**config.mk**
```make
export PLATFORM = sky130hd
export DESIGN_NAME = lbcc_top
export DESIGN_NICKNAME = d
export VERILOG_FILES = /design/src/pkg/lbcc_pkg.sv /design/src/pkg/lbcc_chan_if.sv /design/src/rtl/lbcc_channel.sv /design/src/rtl/lbcc_top.sv
export VERILOG_INCLUDE_DIRS = /design/src /design/src/pkg
export SDC_FILE = /design/constraint.sdc
export NUM_CORES = 1
export LEC_CHECK = 0
export ABC_AREA = 1
export BUFFER_PORTS_ARGS = -buffer_cell sky130_fd_sc_hd__buf_2
export CAP_MARGIN = 10
export CELL_PAD_IN_SITES_DETAIL_PLACEMENT = 0
export CELL_PAD_IN_SITES_GLOBAL_PLACEMENT = 2
export CORE_AREA = 2 2 199 201
export DETAILED_ROUTE_END_ITERATION = 8
export DIE_AREA = 0 0 201 203
export PLACE_DENSITY = 0.91
export SYNTH_ARGS = -nofsm -noshare
export SYNTH_HDL_FRONTEND = slang
export SYNTH_SLANG_ARGS = --single-unit
```
**constraint.sdc**
```tcl
create_clock -name clock -period 5.8 [get_ports clock]
set_input_delay 1.45 -clock clock [delete_from_list [all_inputs] [get_ports clock]]
set_output_delay 1.45 -clock clock [all_outputs]
set_load 0.01 [all_outputs]
```
**src/pkg/lbcc_map.svh**
```systemverilog
// offsets, field positions, reset values and codes of the commissioning controller
`ifndef LBCC_MAP_SVH
`define LBCC_MAP_SVH

// ==================================================
// register offsets
`define LBCC_ADDR_BUS1_PROGRESS 16'h7611
`define LBCC_ADDR_BUS2_PROGRESS 16'h7612
`define LBCC_ADDR_BUS1_CONFIG   16'h9D3E
`define LBCC_ADDR_BUS2_CONFIG   16'h9D3F

// ==================================================
// configuration register fields
`define LBCC_CFG_TRIG_LSB  11
`define LBCC_CFG_TRIG_MSB  15
`define LBCC_CFG_RESET_VAL 16'h0000

// trigger index inside the five-bit trigger field
`define LBCC_TRIG_RESET    0
`define LBCC_TRIG_DISCOVER 1
`define LBCC_TRIG_REPLACE  2
`define LBCC_TRIG_ADD      3
`define LBCC_TRIG_CLEAR    4

// ==================================================
// progress and address pool
`define LBCC_PCT_FULL    7'h64
`define LBCC_SLOT_MAX    5'h10
`define LBCC_LFSR_SEED   16'hACE1
`define LBCC_ADDR_FIRST  5'h01
`endif

```
**src/pkg/lbcc_pkg.sv**
```systemverilog
// types and shared helper functions of the commissioning controller
`default_nettype none
`include "lbcc_map.svh"
package lbcc_pkg;

   // ==================================================
   // gear link operations
   typedef enum logic [2:0] {
      LBCC_OP_NONE    = 3'b000,
      LBCC_OP_RESET   = 3'b001,
      LBCC_OP_CLEAR   = 3'b010,
      LBCC_OP_PROGRAM = 3'b011
   } lbcc_op_type;

   typedef enum logic [1:0] {
      LBCC_ST_IDLE = 2'b00,
      LBCC_ST_PICK = 2'b01,
      LBCC_ST_SEND = 2'b10
   } lbcc_state_type;

   // ==================================================
   // helpers
   function automatic logic [4:0] lbcc_rise(input logic [4:0] old_v, input logic [4:0] new_v);
      return new_v & ~old_v;
   endfunction

   // first set slot at or after start, wrapping round
   function automatic logic [3:0] lbcc_pick(input logic [15:0] pool, input logic [3:0] start);
      logic [3:0] idx;
      logic [3:0] res;
      logic       hit;
      res = 4'h0;
      hit = 1'b0;
      for (int i = 0; i < 16; i++) begin
         idx = start + i[3:0];
         if (!hit && pool[idx]) begin
            res = idx;
            hit = 1'b1;
         end
      end
      return res;
   endfunction

   // count of 16 slots scaled to 0..100
   function automatic logic [6:0] lbcc_pct(input logic [4:0] n);
      logic [11:0] p;
      p = {7'h00, n} * {5'h00, `LBCC_PCT_FULL};
      return p[10:4];
   endfunction

endpackage
`default_nettype wire

```
**src/pkg/lbcc_chan_if.sv**
```systemverilog
// link between the register front end and one channel engine
`timescale 1ns/1ns
`default_nettype none
interface lbcc_chan_if;
   logic [4:0]  trig;
   logic [15:0] fault_flags;
   logic [15:0] known;
   logic [6:0]  progress;
   logic        busy;

   modport ctrl (output trig, output fault_flags, input known, input progress, input busy);
   modport chan (input trig, input fault_flags, output known, output progress, output busy);
endinterface
`default_nettype wire

```
**src/rtl/lbcc_channel.sv**
```systemverilog
// command engine for one lighting bus channel
`timescale 1ns/1ns
`default_nettype none
`include "lbcc_map.svh"
module lbcc_channel
   import lbcc_pkg::*;
(
   input  wire logic       clock,
   input  wire logic       rst_n,
   lbcc_chan_if.chan       ch,
   output logic            gear_req,
   output logic [2:0]      gear_op,
   output logic [4:0]      gear_addr,
   input  wire logic       gear_done,
   input  wire logic       gear_found
);

   // ==================================================
   // state
   lbcc_state_type state_q, state_d;
   lbcc_op_type    op_q, op_d;
   logic [15:0]    pool_q, pool_d;
   logic [15:0]    known_q, known_d;
   logic [15:0]    lfsr_q, lfsr_d;
   logic [4:0]     count_q, count_d;
   logic [6:0]     prog_q, prog_d;
   logic [4:0]     addr_q, addr_d;
   logic [3:0]     slot_q, slot_d;
   logic           req_q, req_d;
   logic           bcast_q, bcast_d;
   logic           lowest_q, lowest_d;
   logic           disc_q, disc_d;
   logic [3:0]     pick;

   always_comb begin
      state_d  = state_q;
      op_d     = op_q;
      pool_d   = pool_q;
      known_d  = known_q;
      count_d  = count_q;
      prog_d   = prog_q;
      addr_d   = addr_q;
      slot_d   = slot_q;
      req_d    = req_q;
      bcast_d  = bcast_q;
      lowest_d = lowest_q;
      disc_d   = disc_q;
      lfsr_d   = {lfsr_q[14:0], lfsr_q[15] ^ lfsr_q[13] ^ lfsr_q[12] ^ lfsr_q[10]};
      pick     = lbcc_pick(pool_q, lowest_q ? 4'h0 : lfsr_q[3:0]);
      case (state_q)
         LBCC_ST_IDLE: begin
            // triggers are only looked at here, so a command never interleaves another
            if (ch.trig[`LBCC_TRIG_RESET]) begin
               known_d = 16'h0000;
               bcast_d = 1'b1;
               op_d    = LBCC_OP_RESET;
               req_d   = 1'b1;
               state_d = LBCC_ST_SEND;
            end else if (ch.trig[`LBCC_TRIG_CLEAR]) begin
               known_d = 16'h0000;
               bcast_d = 1'b1;
               op_d    = LBCC_OP_CLEAR;
               req_d   = 1'b1;
               state_d = LBCC_ST_SEND;
            end else if (ch.trig[`LBCC_TRIG_DISCOVER]) begin
               pool_d   = ~known_q;
               lowest_d = 1'b0;
               disc_d   = 1'b1;
               count_d  = 5'h00;
               prog_d   = 7'h00;
               bcast_d  = 1'b0;
               state_d  = LBCC_ST_PICK;
            end else if (ch.trig[`LBCC_TRIG_ADD]) begin
               pool_d   = ~known_q;
               lowest_d = 1'b1;
               disc_d   = 1'b0;
               bcast_d  = 1'b0;
               state_d  = LBCC_ST_PICK;
            end else if (ch.trig[`LBCC_TRIG_REPLACE] && (ch.fault_flags != 16'h0000)) begin
               pool_d   = ch.fault_flags;
               lowest_d = 1'b0;
               disc_d   = 1'b0;
               bcast_d  = 1'b0;
               state_d  = LBCC_ST_PICK;
            end
         end
         LBCC_ST_PICK: begin
            if (pool_q == 16'h0000) begin
               if (disc_q) begin
                  prog_d = `LBCC_PCT_FULL;
               end
               state_d = LBCC_ST_IDLE;
            end else begin
               slot_d  = pick;
               addr_d  = {1'b0, pick} + `LBCC_ADDR_FIRST;
               op_d    = LBCC_OP_PROGRAM;
               req_d   = 1'b1;
               state_d = LBCC_ST_SEND;
            end
         end
         LBCC_ST_SEND: begin
            if (gear_done) begin
               req_d = 1'b0;
               op_d  = LBCC_OP_NONE;
               if (bcast_q) begin
                  state_d = LBCC_ST_IDLE;
               end else if (gear_found) begin
                  known_d[slot_q] = 1'b1;
                  pool_d[slot_q]  = 1'b0;
                  count_d         = count_q + 5'h01;
                  if (disc_q) begin
                     prog_d = lbcc_pct(count_q + 5'h01);
                  end
                  state_d = LBCC_ST_PICK;
               end else begin
                  // no unaddressed gear answered: the scan is over
                  if (disc_q) begin
                     prog_d = `LBCC_PCT_FULL;
                  end
                  state_d = LBCC_ST_IDLE;
               end
            end
         end
         default: begin
            state_d = LBCC_ST_IDLE;
            req_d   = 1'b0;
         end
      endcase
   end

   always_ff @(posedge clock) begin
      if (!rst_n) begin
         state_q  <= LBCC_ST_IDLE;
         op_q     <= LBCC_OP_NONE;
         pool_q   <= 16'h0000;
         known_q  <= 16'h0000;
         lfsr_q   <= `LBCC_LFSR_SEED;
         count_q  <= 5'h00;
         prog_q   <= 7'h00;
         addr_q   <= 5'h00;
         slot_q   <= 4'h0;
         req_q    <= 1'b0;
         bcast_q  <= 1'b0;
         lowest_q <= 1'b0;
         disc_q   <= 1'b0;
      end else begin
         state_q  <= state_d;
         op_q     <= op_d;
         pool_q   <= pool_d;
         known_q  <= known_d;
         lfsr_q   <= lfsr_d;
         count_q  <= count_d;
         prog_q   <= prog_d;
         addr_q   <= addr_d;
         slot_q   <= slot_d;
         req_q    <= req_d;
         bcast_q  <= bcast_d;
         lowest_q <= lowest_d;
         disc_q   <= disc_d;
      end
   end

   assign gear_req    = req_q;
   assign gear_op     = op_q;
   assign gear_addr   = addr_q;
   assign ch.known    = known_q;
   assign ch.progress = prog_q;
   assign ch.busy     = (state_q != LBCC_ST_IDLE);

endmodule
`default_nettype wire

```
**src/rtl/lbcc_top.sv**
```systemverilog
// commissioning trigger logic for two lighting bus channels
`timescale 1ns/1ns
`default_nettype none
`include "lbcc_map.svh"
module lbcc_top
   import lbcc_pkg::*;
(
   input  wire logic        clock,
   input  wire logic        rst_n,
   input  wire logic [15:0] reg_addr,
   input  wire logic        reg_wr,
   input  wire logic        reg_rd,
   input  wire logic [15:0] reg_wdata,
   output logic      [15:0] reg_rdata,
   output logic             reg_ack,
   output logic             reg_err,
   input  wire logic [15:0] bus1_fault_flags,
   input  wire logic [15:0] bus2_fault_flags,
   output logic             bus1_gear_req,
   output logic      [2:0]  bus1_gear_op,
   output logic      [4:0]  bus1_gear_addr,
   input  wire logic        bus1_gear_done,
   input  wire logic        bus1_gear_found,
   output logic             bus2_gear_req,
   output logic      [2:0]  bus2_gear_op,
   output logic      [4:0]  bus2_gear_addr,
   input  wire logic        bus2_gear_done,
   input  wire logic        bus2_gear_found,
   output logic             bus1_single_ok,
   output logic             bus2_single_ok,
   output logic             bus1_busy,
   output logic             bus2_busy
);

   // ==================================================
   // channel links
   lbcc_chan_if link1 ();
   lbcc_chan_if link2 ();

   // ==================================================
   // register front end state
   logic [15:0] bus1_config_q, bus1_config_d;
   logic [15:0] bus2_config_q, bus2_config_d;
   logic [4:0]  trig1_q, trig1_d;
   logic [4:0]  trig2_q, trig2_d;
   logic [15:0] rdata_q, rdata_d;
   logic        ack_q, ack_d;
   logic        err_q, err_d;
   logic        single1_q, single1_d;
   logic        single2_q, single2_d;
   logic        busy1_q, busy1_d;
   logic        busy2_q, busy2_d;
   logic        hit_cfg1;
   logic        hit_cfg2;
   logic        hit_prog1;
   logic        hit_prog2;

   always_comb begin
      hit_cfg1  = (reg_addr == `LBCC_ADDR_BUS1_CONFIG);
      hit_cfg2  = (reg_addr == `LBCC_ADDR_BUS2_CONFIG);
      hit_prog1 = (reg_addr == `LBCC_ADDR_BUS1_PROGRESS);
      hit_prog2 = (reg_addr == `LBCC_ADDR_BUS2_PROGRESS);

      bus1_config_d = bus1_config_q;
      bus2_config_d = bus2_config_q;
      trig1_d       = 5'h00;
      trig2_d       = 5'h00;
      rdata_d       = rdata_q;
      ack_d         = 1'b0;
      err_d         = 1'b0;

      if (reg_wr) begin
         // writes win over a read presented in the same cycle
         ack_d = 1'b1;
         if (hit_cfg1) begin
            bus1_config_d = reg_wdata;
            trig1_d = lbcc_rise(bus1_config_q[`LBCC_CFG_TRIG_MSB:`LBCC_CFG_TRIG_LSB],
                                reg_wdata[`LBCC_CFG_TRIG_MSB:`LBCC_CFG_TRIG_LSB]);
         end else if (hit_cfg2) begin
            bus2_config_d = reg_wdata;
            trig2_d = lbcc_rise(bus2_config_q[`LBCC_CFG_TRIG_MSB:`LBCC_CFG_TRIG_LSB],
                                reg_wdata[`LBCC_CFG_TRIG_MSB:`LBCC_CFG_TRIG_LSB]);
         end else begin
            // progress registers are read only; anything else is unmapped
            err_d = 1'b1;
         end
      end else if (reg_rd) begin
         ack_d = 1'b1;
         if (hit_cfg1) begin
            rdata_d = bus1_config_q;
         end else if (hit_cfg2) begin
            rdata_d = bus2_config_q;
         end else if (hit_prog1) begin
            rdata_d = {9'h000, link1.progress};
         end else if (hit_prog2) begin
            rdata_d = {9'h000, link2.progress};
         end else begin
            rdata_d = 16'h0000;
            err_d   = 1'b1;
         end
      end

      // a channel with no known address allows broadcast control only
      single1_d = (link1.known != 16'h0000);
      single2_d = (link2.known != 16'h0000);
      busy1_d   = link1.busy;
      busy2_d   = link2.busy;
   end

   always_ff @(posedge clock) begin
      if (!rst_n) begin
         bus1_config_q <= `LBCC_CFG_RESET_VAL;
         bus2_config_q <= `LBCC_CFG_RESET_VAL;
         trig1_q       <= 5'h00;
         trig2_q       <= 5'h00;
         rdata_q       <= 16'h0000;
         ack_q         <= 1'b0;
         err_q         <= 1'b0;
         single1_q     <= 1'b0;
         single2_q     <= 1'b0;
         busy1_q       <= 1'b0;
         busy2_q       <= 1'b0;
      end else begin
         bus1_config_q <= bus1_config_d;
         bus2_config_q <= bus2_config_d;
         trig1_q       <= trig1_d;
         trig2_q       <= trig2_d;
         rdata_q       <= rdata_d;
         ack_q         <= ack_d;
         err_q         <= err_d;
         single1_q     <= single1_d;
         single2_q     <= single2_d;
         busy1_q       <= busy1_d;
         busy2_q       <= busy2_d;
      end
   end

   // ==================================================
   // trigger and fault hand-off
   // a trigger pulse seen by a busy engine is simply dropped, never queued
   assign link1.trig        = trig1_q;
   assign link2.trig        = trig2_q;
   assign link1.fault_flags = bus1_fault_flags;
   assign link2.fault_flags = bus2_fault_flags;

   // ==================================================
   // channel engines
   lbcc_channel u_chan1 (
      .clock      (clock),
      .rst_n      (rst_n),
      .ch         (link1.chan),
      .gear_req   (bus1_gear_req),
      .gear_op    (bus1_gear_op),
      .gear_addr  (bus1_gear_addr),
      .gear_done  (bus1_gear_done),
      .gear_found (bus1_gear_found)
   );

   // second bus acts only on its own gear
   lbcc_channel u_chan2 (
      .clock      (clock),
      .rst_n      (rst_n),
      .ch         (link2.chan),
      .gear_req   (bus2_gear_req),
      .gear_op    (bus2_gear_op),
      .gear_addr  (bus2_gear_addr),
      .gear_done  (bus2_gear_done),
      .gear_found (bus2_gear_found)
   );

   // ==================================================
   // outputs
   assign reg_rdata      = rdata_q;
   assign reg_ack        = ack_q;
   assign reg_err        = err_q;
   assign bus1_single_ok = single1_q;
   assign bus2_single_ok = single2_q;
   assign bus1_busy      = busy1_q;
   assign bus2_busy      = busy2_q;

endmodule
`default_nettype wire

```
==> After elaboration in Yosys (flattened, before gate mapping) <==
Index checks and enable logic that the tools add are counted.
{ "word_totals": {"output_inout_bits": 40, "reg_bits": 220, "elab_cells": 542, "inputBits": 72} }
{ "classes": {"order_cmp": 36, "n_eq_ne": 32, "mul": 2, "bitwise_logic": 28, "n_addsub": 34, "reduce_logical": 107, "mux": 266} }
{ "ops": {"columns": ["operator", "count"], "rows": [
  ["$mux W16", 28],
  ["$lt A4 B5 Y1 const B", 34],
  ["$mux W7", 20],
  ["$mux W4", 34],
  ["$bmux W1 S4", 32],
  ["$pmux W16 S2", 4],
  ["$mux W1", 100],
  ["$add A4 B4 Y4 const B", 16],
  ["$not A16 Y16", 4],
  ["$reduce_bool A16 Y1", 4],
  ["$mux W5", 12],
  ["$pmux W7 S3", 2],
  ["$logic_and A1 B1 Y1", 34],
  ["$add A4 B3 Y4 const B", 8],
  ["$and A16 B16 Y16", 2],
  ["$eq A16 B15 Y1 const B", 2],
  ["$eq A16 B16 Y1 const B", 2],
  ["$logic_not A16 Y1", 2],
  ["$mux W2", 16],
  ["$or A16 B16 Y16", 2],
  ["$logic_not A1 Y1", 30],
  ["$ne A2 B2 Y1 const B", 14],
  ["$reduce_and A7 Y1", 4],
  ["$mux W3", 8],
  ["other kinds (32)", 91]
]} }

==> Logic depth before layout (Yosys ltp) <==
Gate-level depths: netlist of run 1.
{ "depth": {"depth_word": 50, "ltp_mapped": 31, "depth_no_buf": 28} }

==> Hierarchy <==
A second synthesis of run 1 with hierarchy kept.
{ "unflattened": {"cells_unflattened": 2180, "area_unflattened_um2": 14083.5} }
{ "modules_own_cells": {"columns": ["mod", "seq_area_each_um2", "area_per_inst_um2", "instances", "cells_each"], "rows": [
  ["lbcc_channel (u_chan2)", 1541.5, 5803.1, 1, 936],
  ["lbcc_channel (u_chan1)", 1541.5, 5515.3, 1, 909],
  ["lbcc_top", 1281.2, 2765.2, 1, 335]
]} }

==> Least setup slack after synthesis of run 1 <==
No wires, ideal clock.
{ "synth_path": {"path_type": "reg2reg", "start": "register u_chan2.lowest_q", "end": "register u_chan2.addr_q[1], in the netlist u_chan2.gear_addr[1]", "t_arrival_ns": 3.403, "n_path_buf": 3, "setup_slack_ns": 2.281, "stages_incl_launch_ff": 28, "required_time_ns": 5.684, "path_cell_list": "dfxtp_1 buf_6 inv_4 buf_6 nand2_4 buf_4 ha_1 inv_1 nand3_1 nand3_1 nand3_1 nand2_2 nand3_2 nor2_4 nand4_1 nor2_1 nand3_1 inv_1 nand2_1 nand2_1 nand2_1 nand2_1 nand3_1 nor2_1 nor2_4 ha_1 o21ai_0 nor2_1"} }
{ "synth_via": {"elab_chain_cells": 50, "word_cells_on_any_way": 110, "classes_between": "add/sub (16); mux (64); reduce/logical (30)"} }
{ "synth_rtl": {"columns": ["item", "line", "rtl"], "rows": [
  ["start, declared", "lbcc_channel.sv:31", "logic lowest_q, lowest_d;"],
  ["start signal, assigned", "lbcc_channel.sv:158", "lowest_q <= lowest_d;"],
  ["$mux W4 (*)", "lbcc_channel.sv:49", "pick = lbcc_pick(pool_q, lowest_q ? 4'h0 : lfsr_q[3:0]);"],
  ["parallel branches: the longest is 47 deep, another holds $add A4 B1 Y4", null, null],
  ["$mux W4 (*)", "lbcc_pkg.sv:36", "if (!hit && pool[idx]) begin"],
  ["named net u_chan2.pick[1]", "lbcc_channel.sv:33", "logic [3:0] pick;"],
  ["$add A4 B1 Y5 (no source line) (*)", null, null],
  ["end signal, assigned", "lbcc_channel.sv:154", "addr_q <= addr_d;"],
  ["end, declared", "lbcc_channel.sv:27", "logic [4:0] addr_q, addr_d;"]
]} }
Mark *: on every way through the listed nets, which the timed path passes. The select of a mux whose other input is x is not followed.
A chain may end at the register's enable or synchronous reset.

==> Worst setup path in the final report of run 1 <==
{ "layout_path": {"start": "register u_chan2.lfsr_q[0]", "end": "register u_chan2.addr_q[2], in the netlist u_chan2.gear_addr[2]"} }
{ "layout_via": {"elab_chain_cells": 50, "word_cells_on_any_way": 110, "classes_between": "add/sub (16); mux (64); reduce/logical (30)"} }
{ "layout_rtl": {"columns": ["item", "line", "rtl"], "rows": [
  ["start, declared", "lbcc_channel.sv:24", "logic [15:0] lfsr_q, lfsr_d;"],
  ["start signal, assigned", "lbcc_channel.sv:137", "lfsr_q <= `LBCC_LFSR_SEED;"],
  ["start signal, assigned", "lbcc_channel.sv:151", "lfsr_q <= lfsr_d;"],
  ["$mux W4 (*)", "lbcc_channel.sv:49", null],
  ["parallel branches: the longest is 47 deep, another holds $add A4 B1 Y4", null, null],
  ["$mux W4 (*)", "lbcc_pkg.sv:36", null],
  ["named net u_chan2.pick[1]", "lbcc_channel.sv:33", null],
  ["$add A4 B1 Y5 (no source line) (*)", null, null]
]} }
Marks and branches as above.

==> results of run 1 <==
-- placed cells by master, fill, tap and decap left out, drive strengths merged, types with 38 or more instances in the layout --
master / netlist / layout
nand4: 43 / 43
a21oi: 139 / 139
o21ai: 118 / 118
nand3: 242 / 242
ha: 38 / 38
buf: 22 / 117
dfxtp: 218 / 218
nor2: 221 / 221
nand2: 488 / 488
o22ai: 41 / 41
inv: 280 / 280
-- worst min-delay path, delay by kind of cell (launching register included) --
kind	cells	cell delay (ns)
flops	1	0.30
simple gates	1	0.04
buf+inv	1	0.04
-- power groups by stage --
stage                     Sequential (uW)  Clock [uW]  Combinational, uW
after floorplan                      1750           0               1500
after global placement               1780           0               2040
after detailed placement             1780           0               2020
after CTS                            1750        1750               2030
after global routing                 1770        1810               2310
final                                1750        1700               2050
-- flip-flops by register name, summed over array words and instances (netlist names), 7 cells and up --
name / cells
bus2_config_q: 16
u_chan2.ch.known: 16
reg_rdata: 16
bus1_config_q: 16
u_chan2.pool_q: 16
u_chan1.pool_q: 16
u_chan2.ch.progress: 7
u_chan1.lfsr_q: 16
u_chan2.lfsr_q: 16
u_chan1.ch.known: 16
u_chan1.ch.progress: 7
-- logic make-up (layout without fill, tap and decap cells) --
kind of cell / count (synthesis) / after routing / share of synthesized area, %
buffers and inverters: 357 / 449 / 10.3
AND/OR/NAND/NOR: 1092 / 1092 / 36.2
XOR/XNOR: 35 / 35 / 2.63
other: 1 / 3 / 0.0266
flip-flops: 218 / 218 / 30.9
adder cells (fa/ha/maj): 40 / 40 / 3.66
AO/OA/AOI/OAI: 387 / 387 / 16.2
-- cell usage after synthesis, types with 3 or more instances --
cell                        count
sky130_fd_sc_hd__a31oi_1       11
sky130_fd_sc_hd__o21ba_2       12
sky130_fd_sc_hd__nand3_2       14
sky130_fd_sc_hd__nand2_1      457
sky130_fd_sc_hd__o21ai_0      104
sky130_fd_sc_hd__clkbuf_1      49
sky130_fd_sc_hd__xnor2_1        8
sky130_fd_sc_hd__nand3b_1       4
sky130_fd_sc_hd__buf_6          8
sky130_fd_sc_hd__a21oi_1      139
sky130_fd_sc_hd__o21ai_2        6
sky130_fd_sc_hd__o31ai_1        8
sky130_fd_sc_hd__nor2_4        11
sky130_fd_sc_hd__nand2_2       21
sky130_fd_sc_hd__inv_2         10
sky130_fd_sc_hd__or2_2         24
sky130_fd_sc_hd__inv_4          3
sky130_fd_sc_hd__inv_1        267
sky130_fd_sc_hd__buf_2          4
sky130_fd_sc_hd__nand4_4        3
sky130_fd_sc_hd__ha_1          38
sky130_fd_sc_hd__and2_1         3
sky130_fd_sc_hd__nor4_1        29
sky130_fd_sc_hd__buf_4         10
sky130_fd_sc_hd__nor3_1        33
sky130_fd_sc_hd__o2111ai_1     12
sky130_fd_sc_hd__clkinv_1       6
sky130_fd_sc_hd__o21ai_1        8
sky130_fd_sc_hd__a211oi_1       9
sky130_fd_sc_hd__a22oi_1        3
sky130_fd_sc_hd__nor2_2         9
sky130_fd_sc_hd__nand4_1       39
sky130_fd_sc_hd__o22ai_1       41
sky130_fd_sc_hd__xor2_2         4
sky130_fd_sc_hd__nand3_1      227
sky130_fd_sc_hd__dfxtp_1      218
sky130_fd_sc_hd__o221ai_1      10
sky130_fd_sc_hd__o211ai_1      13
sky130_fd_sc_hd__nor2_1       200
sky130_fd_sc_hd__xor2_1        20
sky130_fd_sc_hd__nand2_4       10
-- final cells by class --
cell class / count / area, um^2 / area share (%)
Antenna cell: 1 / 2.50 / 0.0157
Clock inverter: 11 / 174 / 1.09
Multi-Input combinational cell: 1556 / 8300 / 52.2
Timing Repair Buffer: 117 / 606 / 3.81
Inverter: 286 / 1080 / 6.81
Tap cell: 518 / 648 / 4.08
Sequential cell: 218 / 4360 / 27.4
Clock buffer: 35 / 724 / 4.56
-- worst paths after layout --
path | start | end | slack (ns) | cells after the start
max | u_chan2.lfsr_q[0] | u_chan2.gear_addr[2] | 1.25 | 25
min | u_chan2.lfsr_q[7] | u_chan2.lfsr_q[8] | 0.40 | 2
max reg2reg | u_chan2.lfsr_q[0] | u_chan2.gear_addr[2] | 1.25 | 25
min reg2reg | u_chan2.lfsr_q[7] | u_chan2.lfsr_q[8] | 0.40 | 2
-- routing by layer --
layer | track usage (%) | wire length, um | up-vias | share of wire (%)
met4 | 5.29 | 934 | 0 | 2.1
li1 | - | - | 7270 | -
met3 | 2.25 | 2220 | 65 | 5.1
met1 | 29.7 | 20900 | 6635 | 48
met2 | 34.8 | 19700 | 434 | 45
met5 | 0 | 0 | - | 0
-- through the flow --
stage,area (um^2),hold slack (ns),setup WS [ns],util [%],std cells
floorplan,14100,0.390,2.28,-,2131
global placement,15000,0.393,1.38,39.0,2695
detailed placement,15000,0.401,1.35,39.0,2695
CTS,15900,0.397,1.32,41.3,2741
global route,15900,0.420,0.771,41.3,2741
finish,15900,0.399,1.25,41.3,2742
==> impl_metrics.yaml, run 1 <==
status:
  outcome: "finished, final reports clean"
power_and_ir_drop:
  seq_power_share_pct: 31.9
  share_comb_of_total_power_pct: 37.2
  power_report.internal_total_uw: 3300
  switching_share_pct: 40.1
  pwr-share-clk_pct: 31.0
  irDropWorstVdd_mv: 0.195
  power.net_switching_uw: 2210
  cellLeakagePower_uw: 0.00703
  p_per_area_mw_per_mm2: 346
  post-layout-total-power_uw: 5500
routing:
  drt_iter0_markers: 918
  final_ant_viol_nets: 0
  detail_route.wirelength_mm: 43.7
  drt_pre_antenna_iters: 5
  route.detailed.wl_per_inst_um: 16.0
  via_per_inst: 5.25
  via_count: 14400
  route.detailed.drc: 0
floorplanning:
  die_width_um: 201
  cell_rows: 72
  initial_core_util_pct: 36.7
  top_level_ports: 112
  core_region_area_mm2: 0.0385
  fp.dieArea_mm2: 0.0408
  die_h_um: 203
layout:
  final.fill_count: 4113
  syn_to_final_growth_pct: 12.8
  fraction_of_layout_instances_using_a_drive_strength_above_1_pct: 13.2
  nNetsFinal: 2317
timing:
  timing.final.setup_violations: 0
  timing.final.crit_period_ns: 4.55
  report.final.hold_viol_count: 0
  tightest_slew_ns: 1.06
  rsz0062_at_grt: "false"
  relative_max_transition_margin_pct: 28.6
  tns_ns: 0
  achievable-frequency_mhz: 220
  finClkSkew_ns: 0.0297
  final_min_period_over_clock_period_pct: 78.4
  timing_max_transition_violations_final: 0
synth:
  netlist_top_cells_area: "sky130_fd_sc_hd__dfxtp_1 (31%), sky130_fd_sc_hd__nand2_1 (12%), sky130_fd_sc_hd__nand3_1 (8.1%)"
  yosysSeqAreaShare_pct: 30.9
  number_of_flip_flops_and_latches_in_the_synthesized_netlist: 218
  yosys_most_used_dff: "sky130_fd_sc_hd__dfxtp_1"
  yosys.area.top_type: "sky130_fd_sc_hd__dfxtp_1"
  syn_inst: 2130
  synth_enable_flop_cells: 0
  portion_of_synthesized_cell_area_occupied_by_the_leading_cell_type_pct: 30.9
  ys_types: 60
  yosysWarningCount: 0
  netlist_area_pre_place_mm2: 0.0141
  synthesis.area_per_instance_um2: 6.62
  synth_async_sr_flop_share_pct: 0
place:
  gpl.final_weighted_congestion: 0.906
  detailed_place_hpwl_mm: 33.5
  port-buffer-count: 109
global_routing:
  grt-ovfl-total: 0
  gr-usage-all-layers_pct: 21.2
  grt_first_pass_wirelength_mm: 71.6
  antenna_found_initial: 1
  number_of_global_route_vias_before_repair: 13500
  largest_net_degree_at_the_start_of_global_routing: 58
clock_network:
  tritoncts_clock_tree: "done"
  cts.root.buffer_cell: "sky130_fd_sc_hd__clkbuf_16"
  clk_transition_reported_paths_ns: 0.06
  numClockSinks: 218
  clk_path_buf_depth: 3
  clk-insertion-delay-late_ns: 0.54
  ctsHtreeMaxLevel: 1
  cts_inserted_buffers: 26
  cts.hold.buffers_added: 0
  cts_resized: 0
  post_cts.repair.setup_buffers: 0
setup_path:
  slowest_cell_on_crit_path: "sky130_fd_sc_hd__dfxtp_1"
  cpLargestDelayFamily: "simple AND/OR/NAND/NOR gates"
  crit_arrival_ns: 4.96
  crit_fanout: 26
  worstPathRequired_ns: 6.21
  startpoint_class: "flop"
  cp-end-kind: "flop"
  crit_type: "flop to flop"
  crit_path_largest_cell_delay_ns: 0.83
  critical_path_buf_inv_count: 3
worst_hold_path:
  worst_hold_path_type: "flop to flop"
job:
  drv_cap: 0
Power figures use the tool's default switching activity.
==> run 2: changes to the inputs <==
ABC_AREA = 0   (was 1)
CORE_AREA = 2 2 206 208   (was 2 2 199 201)
DIE_AREA = 0 0 208 210   (was 0 0 201 203)
PLACE_DENSITY = 0.86   (was 0.91)
clock period = 4.3 ns   (was 5.8 ns; I/O delays follow)
==> run 2 against run 1 <==
Effect of this change:
- combinational power is 13% lower
- worst hold slack improved by 0.0075 ns
- via count increased by 5.3%
- synthesized area is 7.6% higher
- register-to-register slack got worse by 1.0 ns
- power rose by 11%
- die area grew 7.1%
- clock-buffer cell count is 3 lower
- sequential cell count unchanged
- clock skew shrank 0.013 ns
- critical path type unchanged
- critical endpoint is now u_chan2.gear_addr[4]
==> impl_metrics.yaml, run 2 <==
global_routing:
  antenna_found_initial: 0
  number_of_global_route_vias_before_repair: 14500
  largest_net_degree_at_the_start_of_global_routing: 44
  gr-usage-all-layers_pct: 22.8
  grt-ovfl-total: 0
  grt_first_pass_wirelength_mm: 81.4
layout:
  fin_cells: 2596
  syn_to_final_growth_pct: 16.9
  final_common_cell: "sky130_fd_sc_hd__nor2_1"
  nNetsFinal: 2150
  most-common-layout-cells: "sky130_fd_sc_hd__nor2_1 (219), sky130_fd_sc_hd__dfxtp_1 (218), sky130_fd_sc_hd__nand2_1 (193)"
  fraction_of_layout_instances_using_a_drive_strength_above_1_pct: 18.9
setup_path:
  path_common_cell: "sky130_fd_sc_hd__mux2i_1"
  worstPathRequired_ns: 4.78
  cp-end-kind: "flop"
  startpoint_class: "flop"
  crit-reg2reg-launch: "u_chan2.lowest_q"
  worstSetupPathDepth: 14
  crit_chain: "nor2b_1, inv_4, mux2i_1, mux2i_1, mux4_2, a211o_1, nor4_4, nand3_1, o21a_1, nor2_1, ha_1, nand2_1, or3_1, a21oi_1"
  crit_arrival_ns: 4.54
  setup.worst_path.start: "u_chan2.lowest_q"
  length_in_cells_of_the_worst_reg_to_reg_path: 14
  slowest_cell_on_crit_path: "sky130_fd_sc_hd__mux4_2"
  critical_path_buf_inv_count: 1
  cpLargestDelayFamily: "simple AND/OR/NAND/NOR gates"
  crit_type: "flop to flop"
  crit_path_largest_cell_delay_ns: 0.55
  crit_fanout: 15
status:
  outcome: "finished, final reports clean"
routing:
  drt_pre_antenna_iters: 5
  drt_iter0_markers: 1210
  via_count: 15200
  route.detailed.drc: 0
  final_ant_viol_nets: 0
  route.detailed.wl_per_inst_um: 19.9
  via_per_inst: 5.84
  detail_route.wirelength_mm: 51.6
power_and_ir_drop:
  p_per_area_mw_per_mm2: 344
  cellLeakagePower_uw: 0.00706
  irDropWorstVdd_mv: 0.247
  post-layout-total-power_uw: 6100
clock_network:
  ctsHtreeMaxLevel: 1
  cts.hold.buffers_added: 0
  tritoncts_clock_tree: "done"
  clk_transition_reported_paths_ns: 0.07
  cts.root.buffer_cell: "sky130_fd_sc_hd__clkbuf_16"
  cts_inserted_buffers: 25
  clk_path_buf_depth: 3
  clk-insertion-delay-late_ns: 0.55
  numClockSinks: 218
synth:
  yosys_most_used_dff: "sky130_fd_sc_hd__dfxtp_1"
  synthesis.area_per_instance_um2: 7.95
  synth.cells.most_frequent: "sky130_fd_sc_hd__nor2_1 (219), sky130_fd_sc_hd__dfxtp_1 (218), sky130_fd_sc_hd__nand2_1 (193)"
  portion_of_synthesized_cell_area_occupied_by_the_leading_cell_type_pct: 28.8
  yosysSeqAreaShare_pct: 28.8
  yosys.area.top_type: "sky130_fd_sc_hd__dfxtp_1"
  number_of_flip_flops_and_latches_in_the_synthesized_netlist: 218
  synth.most_common_cell: "sky130_fd_sc_hd__nor2_1"
  ys_types: 97
  netlist_top_cells_area: "sky130_fd_sc_hd__dfxtp_1 (29%), sky130_fd_sc_hd__mux2i_1 (5.9%), sky130_fd_sc_hd__nor2_1 (5.4%)"
  synth_enable_flop_cells: 0
  netlist_area_pre_place_mm2: 0.0152
  synth_async_sr_flop_share_pct: 0
  syn_inst: 1908
  yosysWarningCount: 0
place:
  detailed_place_hpwl_mm: 38.7
  placedCellCount: 2550
  port-buffer-count: 109
  gpl.final_weighted_congestion: 0.989
  detailedPlace.worstSlack_ns: 0.0860
floorplanning:
  die_width_um: 208
  cell_rows: 75
  fp.dieArea_mm2: 0.0437
  initial_core_util_pct: 36.6
  top_level_ports: 112
  die_h_um: 210
  core_region_area_mm2: 0.0415
timing:
  tns_ns: 0
  tightest_slew_ns: 1.13
  final_min_period_over_clock_period_pct: 94.3
  timing.final.crit_period_ns: 4.06
  timing_max_transition_violations_final: 0
  achievable-frequency_mhz: 247
  rsz0062_at_grt: "false"
  finClkSkew_ns: 0.0172
  report.final.hold_viol_count: 0
  timing.final.ws_setup_ns: 0.243
  timing.final.setup_violations: 0
  relative_max_transition_margin_pct: 24.3
worst_hold_path:
  timing.hold.worst_path_depth: 1
  worst_hold_path_type: "flop to flop"
  worst_hold_startpoint: "u_chan2.lfsr_q[9]"
job:
  drv_cap: 0
==> run 2: cell types whose count changed in the layout (fill, tap and decap cells not counted), moves of 29 or more <==
| cell | previous run | this run |
|---|---|---|
| sky130_fd_sc_hd__mux2_2 | 0 | 39 |
| sky130_fd_sc_hd__and2_1 | 3 | 32 |
| sky130_fd_sc_hd__nand2b_1 | 1 | 40 |
| sky130_fd_sc_hd__nand3_1 | 227 | 32 |
| sky130_fd_sc_hd__a22oi_1 | 3 | 36 |
| sky130_fd_sc_hd__buf_4 | 8 | 113 |
| sky130_fd_sc_hd__nand2_1 | 457 | 193 |
| sky130_fd_sc_hd__inv_1 | 267 | 47 |
| sky130_fd_sc_hd__mux2i_1 | 0 | 88 |
==> run 2: area by class of cell <==
type / count / area (um^2)
Inverter: 53 / 208
Tap cell: 539 / 674
Sequential cell: 218 / 4360
Timing Repair Buffer: 225 / 1450
Antenna cell: 1 / 2.50
Multi-Input combinational cell: 1515 / 10200
Clock inverter: 13 / 191
Fill cell: 4194 / 23700
Clock buffer: 32 / 682
==> run 2: cell families after synthesis <==
group / count (synthesis) / share of synthesized area (%)
fa+ha+maj: 40 / 3.40
xor+xnor: 37 / 2.19
flops: 218 / 28.8
simple gates: 706 / 22.8
compound gates: 565 / 24.2
mux: 165 / 13.8
buf+inv: 176 / 4.80
other cells: 1 / 0.0247
==> run 2: timing repair <==
| action | in CTS | in global routing |
|---|---|---|
| setup endpoints to repair | 0 | 8 |
| hold endpoints to repair | 0 | 0 |
| buffers inserted | 0 | 0 |
| gates resized for setup | 0 | 13 |
==> run 2: path summary, 6_finish.rpt <==
check	endpoint	slack [ns]
hold / removal	u_chan2.lfsr_q[10]	0.41
hold reg to reg	u_chan2.lfsr_q[10]	0.41
setup / recovery	u_chan2.gear_addr[4]	0.24
setup reg to reg	u_chan2.gear_addr[4]	0.24
==> run 2: metrics by stage <==
| step | hold slack (ns) | instance area, um^2 | utilization [%] |
|---|---|---|---|
| after floorplan | 0.386 | 15200 | - |
| after global placement | 0.390 | 16800 | 40.5 |
| after detailed placement | 0.396 | 16800 | 40.5 |
| after CTS | 0.410 | 17700 | 42.6 |
| after global routing | 0.421 | 17700 | 42.8 |
| final | 0.406 | 17700 | 42.8 |
==> run 2: routing by layer <==
metal	part of all wire, %	track usage, %	up-vias
li1	-	-	7292
met1	45	31.4	7220
met2	46	37.1	531
met3	5.4	2.77	120
met4	3.4	7.58	0
met5	0	0	-
==> run 2: power breakdown <==
group          internal, uW  leakage [uW]  switching [uW]
clock                  1370      0.000433             901
combinational           719       0.00487            1060
sequential             2040       0.00176            13.4
==> run 3: changes to the inputs <==
CELL_PAD_IN_SITES_GLOBAL_PLACEMENT = 1   (was 2)
CORE_AREA = 2 2 185 187   (was 2 2 206 208)
DIE_AREA = 0 0 187 189   (was 0 0 208 210)
PLACE_DENSITY = 0.85   (was 0.86)
SETUP_SLACK_MARGIN = 0.05   (was unset)
==> run 3 against run 2 <==
Effect of this change:
- non-clock buffer count is 3 higher
- clock skew is 0.0053 ns lower
- routed wire length fell by 2.3%
- power shrank 3.4%
- critical path type unchanged
- via count increased by 1.1%
- highest routed layer unchanged
- sequential cell count is the same
- register-to-register slack gained 0.03 ns
==> impl_metrics.yaml, run 3 (synthesis gave the netlist of run 2 again) <==
layout:
  nNetsFinal: 2153
  most-common-layout-cells: "sky130_fd_sc_hd__nor2_1 (218), sky130_fd_sc_hd__dfxtp_1 (217), sky130_fd_sc_hd__nand2_1 (193)"
  syn_to_final_growth_pct: 15.9
  final.fill_count: 3257
  final_common_cell: "sky130_fd_sc_hd__nor2_1"
  fraction_of_layout_instances_using_a_drive_strength_above_1_pct: 19.4
  finish.utilization_pct: 52.8
  antenna-diode-count: 0
setup_path:
  startpoint_class: "flop"
  cp-end-kind: "flop"
  crit_type: "flop to flop"
  reg2reg_end: "u_chan1.gear_addr[2]"
  crit-reg2reg-launch: "u_chan1.lfsr_q[2]"
  slowest_cell_on_crit_path: "sky130_fd_sc_hd__mux4_2"
  worst_setup_slack_for_register_to_register_paths_ns: 0.27
  length_in_cells_of_the_worst_reg_to_reg_path: 15
  critical_path_buf_inv_count: 2
  crit_path_largest_cell_delay_ns: 0.62
  worstPathRequired_ns: 4.70
  crit_chain: "buf_4, nor2b_2, mux2_2, buf_4, mux2i_1, mux4_2, a21oi_1, o21ai_0, a221o_1, o32ai_1, nor2_2, ha_1, nor3_1, nand3b_1, a21oi_1"
  cpLargestDelayFamily: "compound AO/OA/AOI/OAI gates"
  crit_arrival_ns: 4.43
  crit_fanout: 19
routing:
  via_per_inst: 6.12
  final_ant_viol_nets: 0
  detail_route.wirelength_mm: 50.4
  via_count: 15300
  drt_pre_antenna_iters: 6
  route.detailed.wl_per_inst_um: 20.1
  drt_iter0_markers: 1468
  route.detailed.drc: 0
global_routing:
  antenna_found_initial: 1
  gr-usage-all-layers_pct: 27.5
  grt_first_pass_wirelength_mm: 79.2
  number_of_global_route_vias_before_repair: 14400
  largest_net_degree_at_the_start_of_global_routing: 43
  grt-ovfl-total: 0
worst_hold_path:
  timing.hold.worst_path_depth: 1
  hold-path-endpoint: "u_chan1.lfsr_q[15]"
  worst_hold_startpoint: "u_chan1.lfsr_q[14]"
  worst_hold_path_type: "flop to flop"
timing:
  worst_hold_slack_ns: 0.401
  tightest_slew_ns: 1.19
  final_min_period_over_clock_period_pct: 93.7
  timing_max_transition_violations_final: 0
  rsz0062_at_grt: "false"
  timing.final.setup_violations: 0
  timing.final.crit_period_ns: 4.03
  tns_ns: 0
  report.final.hold_viol_count: 0
  finClkSkew_ns: 0.0119
  timing.final.ws_setup_ns: 0.273
  achievable-frequency_mhz: 248
  relative_max_transition_margin_pct: 20.8
clock_network:
  cts.root.buffer_cell: "sky130_fd_sc_hd__clkbuf_16"
  clk_transition_reported_paths_ns: 0.06
  clk-insertion-delay-late_ns: 0.55
  clk_path_buf_depth: 3
  cts.hold.buffers_added: 0
  numClockSinks: 218
  cts_inserted_buffers: 25
  ctsHtreeMaxLevel: 1
  tritoncts_clock_tree: "done"
floorplanning:
  die_width_um: 187
  initial_core_util_pct: 45.6
  core_region_area_mm2: 0.0333
  cell_rows: 67
  top_level_ports: 112
  fp.dieArea_mm2: 0.0353
  die_h_um: 189
job:
  drv_cap: 0
power_and_ir_drop:
  power_report.internal_total_uw: 3950
  irDropWorstVdd_mv: 0.342
  p_per_area_mw_per_mm2: 336
  switching_share_pct: 33.0
  cellLeakagePower_uw: 0.00702
  power.net_switching_uw: 1950
  seq_power_share_pct: 34.9
  pwr-share-clk_pct: 34.3
  share_comb_of_total_power_pct: 30.8
place:
  gpl.final_weighted_congestion: 0.976
  port-buffer-count: 109
  detailedPlace.worstSlack_ns: 0.123
  detailed_place_hpwl_mm: 37.8
status:
  outcome: "finished, final reports clean"
## run 3: changes by cell type in the layout (fill, tap and decap cells not counted), moves of 2 or more
cell and delta:
sky130_fd_sc_hd__mux2i_2 +7, sky130_fd_sc_hd__clkbuf_8 +2, sky130_fd_sc_hd__mux2i_1 -6, sky130_fd_sc_hd__bufinv_16 -4, sky130_fd_sc_hd__buf_4 +4, sky130_fd_sc_hd__clkbuf_1 +4
sky130_fd_sc_hd__clkinv_4 -3
## run 3: area by class of cell
cell class                 count  area [um^2]  share of cell area [%]
sequential                   218         4370                    24.8
timing repair buffer         228         1460                    8.33
multi-input combinational   1515        10200                    58.1
tap                          448          561                    3.19
clock buffer                  38          724                    4.12
clock inverter                 6         48.8                   0.278
inverter                      53          208                    1.18
## run 3: repair_timing
action / CTS / global route
setup buffers: 0 / 2
resized for setup: 0 / 24
endpoints found under the setup margin: 0 / 9
## run 3: power groups by stage
stage                     combinational [uW]  sequential [uW]  clock [uW]
after floorplan                         1200             2090           0
after global placement                  1730             2100           0
after detailed placement                1740             2100           0
after CTS                               1740             2060        2070
after global routing                    1940             2060        2140
final                                   1820             2060        2020
## run 3: worst max path at each step
| stage | startpoint | to | slack [ns] | depth (start not counted) |
|---|---|---|---|---|
| floorplan | u_chan2.lfsr_q[1] | u_chan2.gear_addr[4] | 0.05 | 20 |
| global placement | u_chan1.lfsr_q[1] | u_chan1.gear_addr[2] | 0.18 | 14 |
| detailed placement | u_chan1.lfsr_q[1] | u_chan1.gear_addr[2] | 0.12 | 14 |
| CTS | u_chan1.lfsr_q[1] | u_chan1.gear_addr[2] | 0.09 | 14 |
| global route | u_chan2.lowest_q | u_chan2.gear_addr[4] | 0.03 | 17 |
| finish | u_chan1.lfsr_q[2] | u_chan1.gear_addr[2] | 0.27 | 15 |
## run 3: metal layers
layer / GRT usage, % / share of wire (%) / wire (um)
met1: 36.3 / 44 / 22100
met2: 45.5 / 46 / 23000
met3: 3.37 / 6.4 / 3230
met4: 11.4 / 4.2 / 2120
met5: 0 / 0 / 0
## run 3: per-stage QoR
step                cells  cell area, um^2  total power (uW)
finish               2506            17600              5900
global placement     2460            16700              3830
global route         2506            17600              6140
CTS                  2504            17500              5870
floorplan            1909            15200              3290
detailed placement   2460            16700              3840
## run 3: worst register-to-register path, cell delays in order, from the launching register on
cell,delay (ns)
sky130_fd_sc_hd__dfxtp_1,0.37
sky130_fd_sc_hd__buf_4,0.28
sky130_fd_sc_hd__nor2b_2,0.28
sky130_fd_sc_hd__mux2_2,0.22
sky130_fd_sc_hd__buf_4,0.23
sky130_fd_sc_hd__mux2i_1,0.12
sky130_fd_sc_hd__mux4_2,0.62
sky130_fd_sc_hd__a21oi_1,0.17
sky130_fd_sc_hd__o21ai_0,0.08
sky130_fd_sc_hd__a221o_1,0.40
sky130_fd_sc_hd__o32ai_1,0.34
sky130_fd_sc_hd__nor2_2,0.13
sky130_fd_sc_hd__ha_1,0.25
sky130_fd_sc_hd__nor3_1,0.18
sky130_fd_sc_hd__nand3b_1,0.13
sky130_fd_sc_hd__a21oi_1,0.07
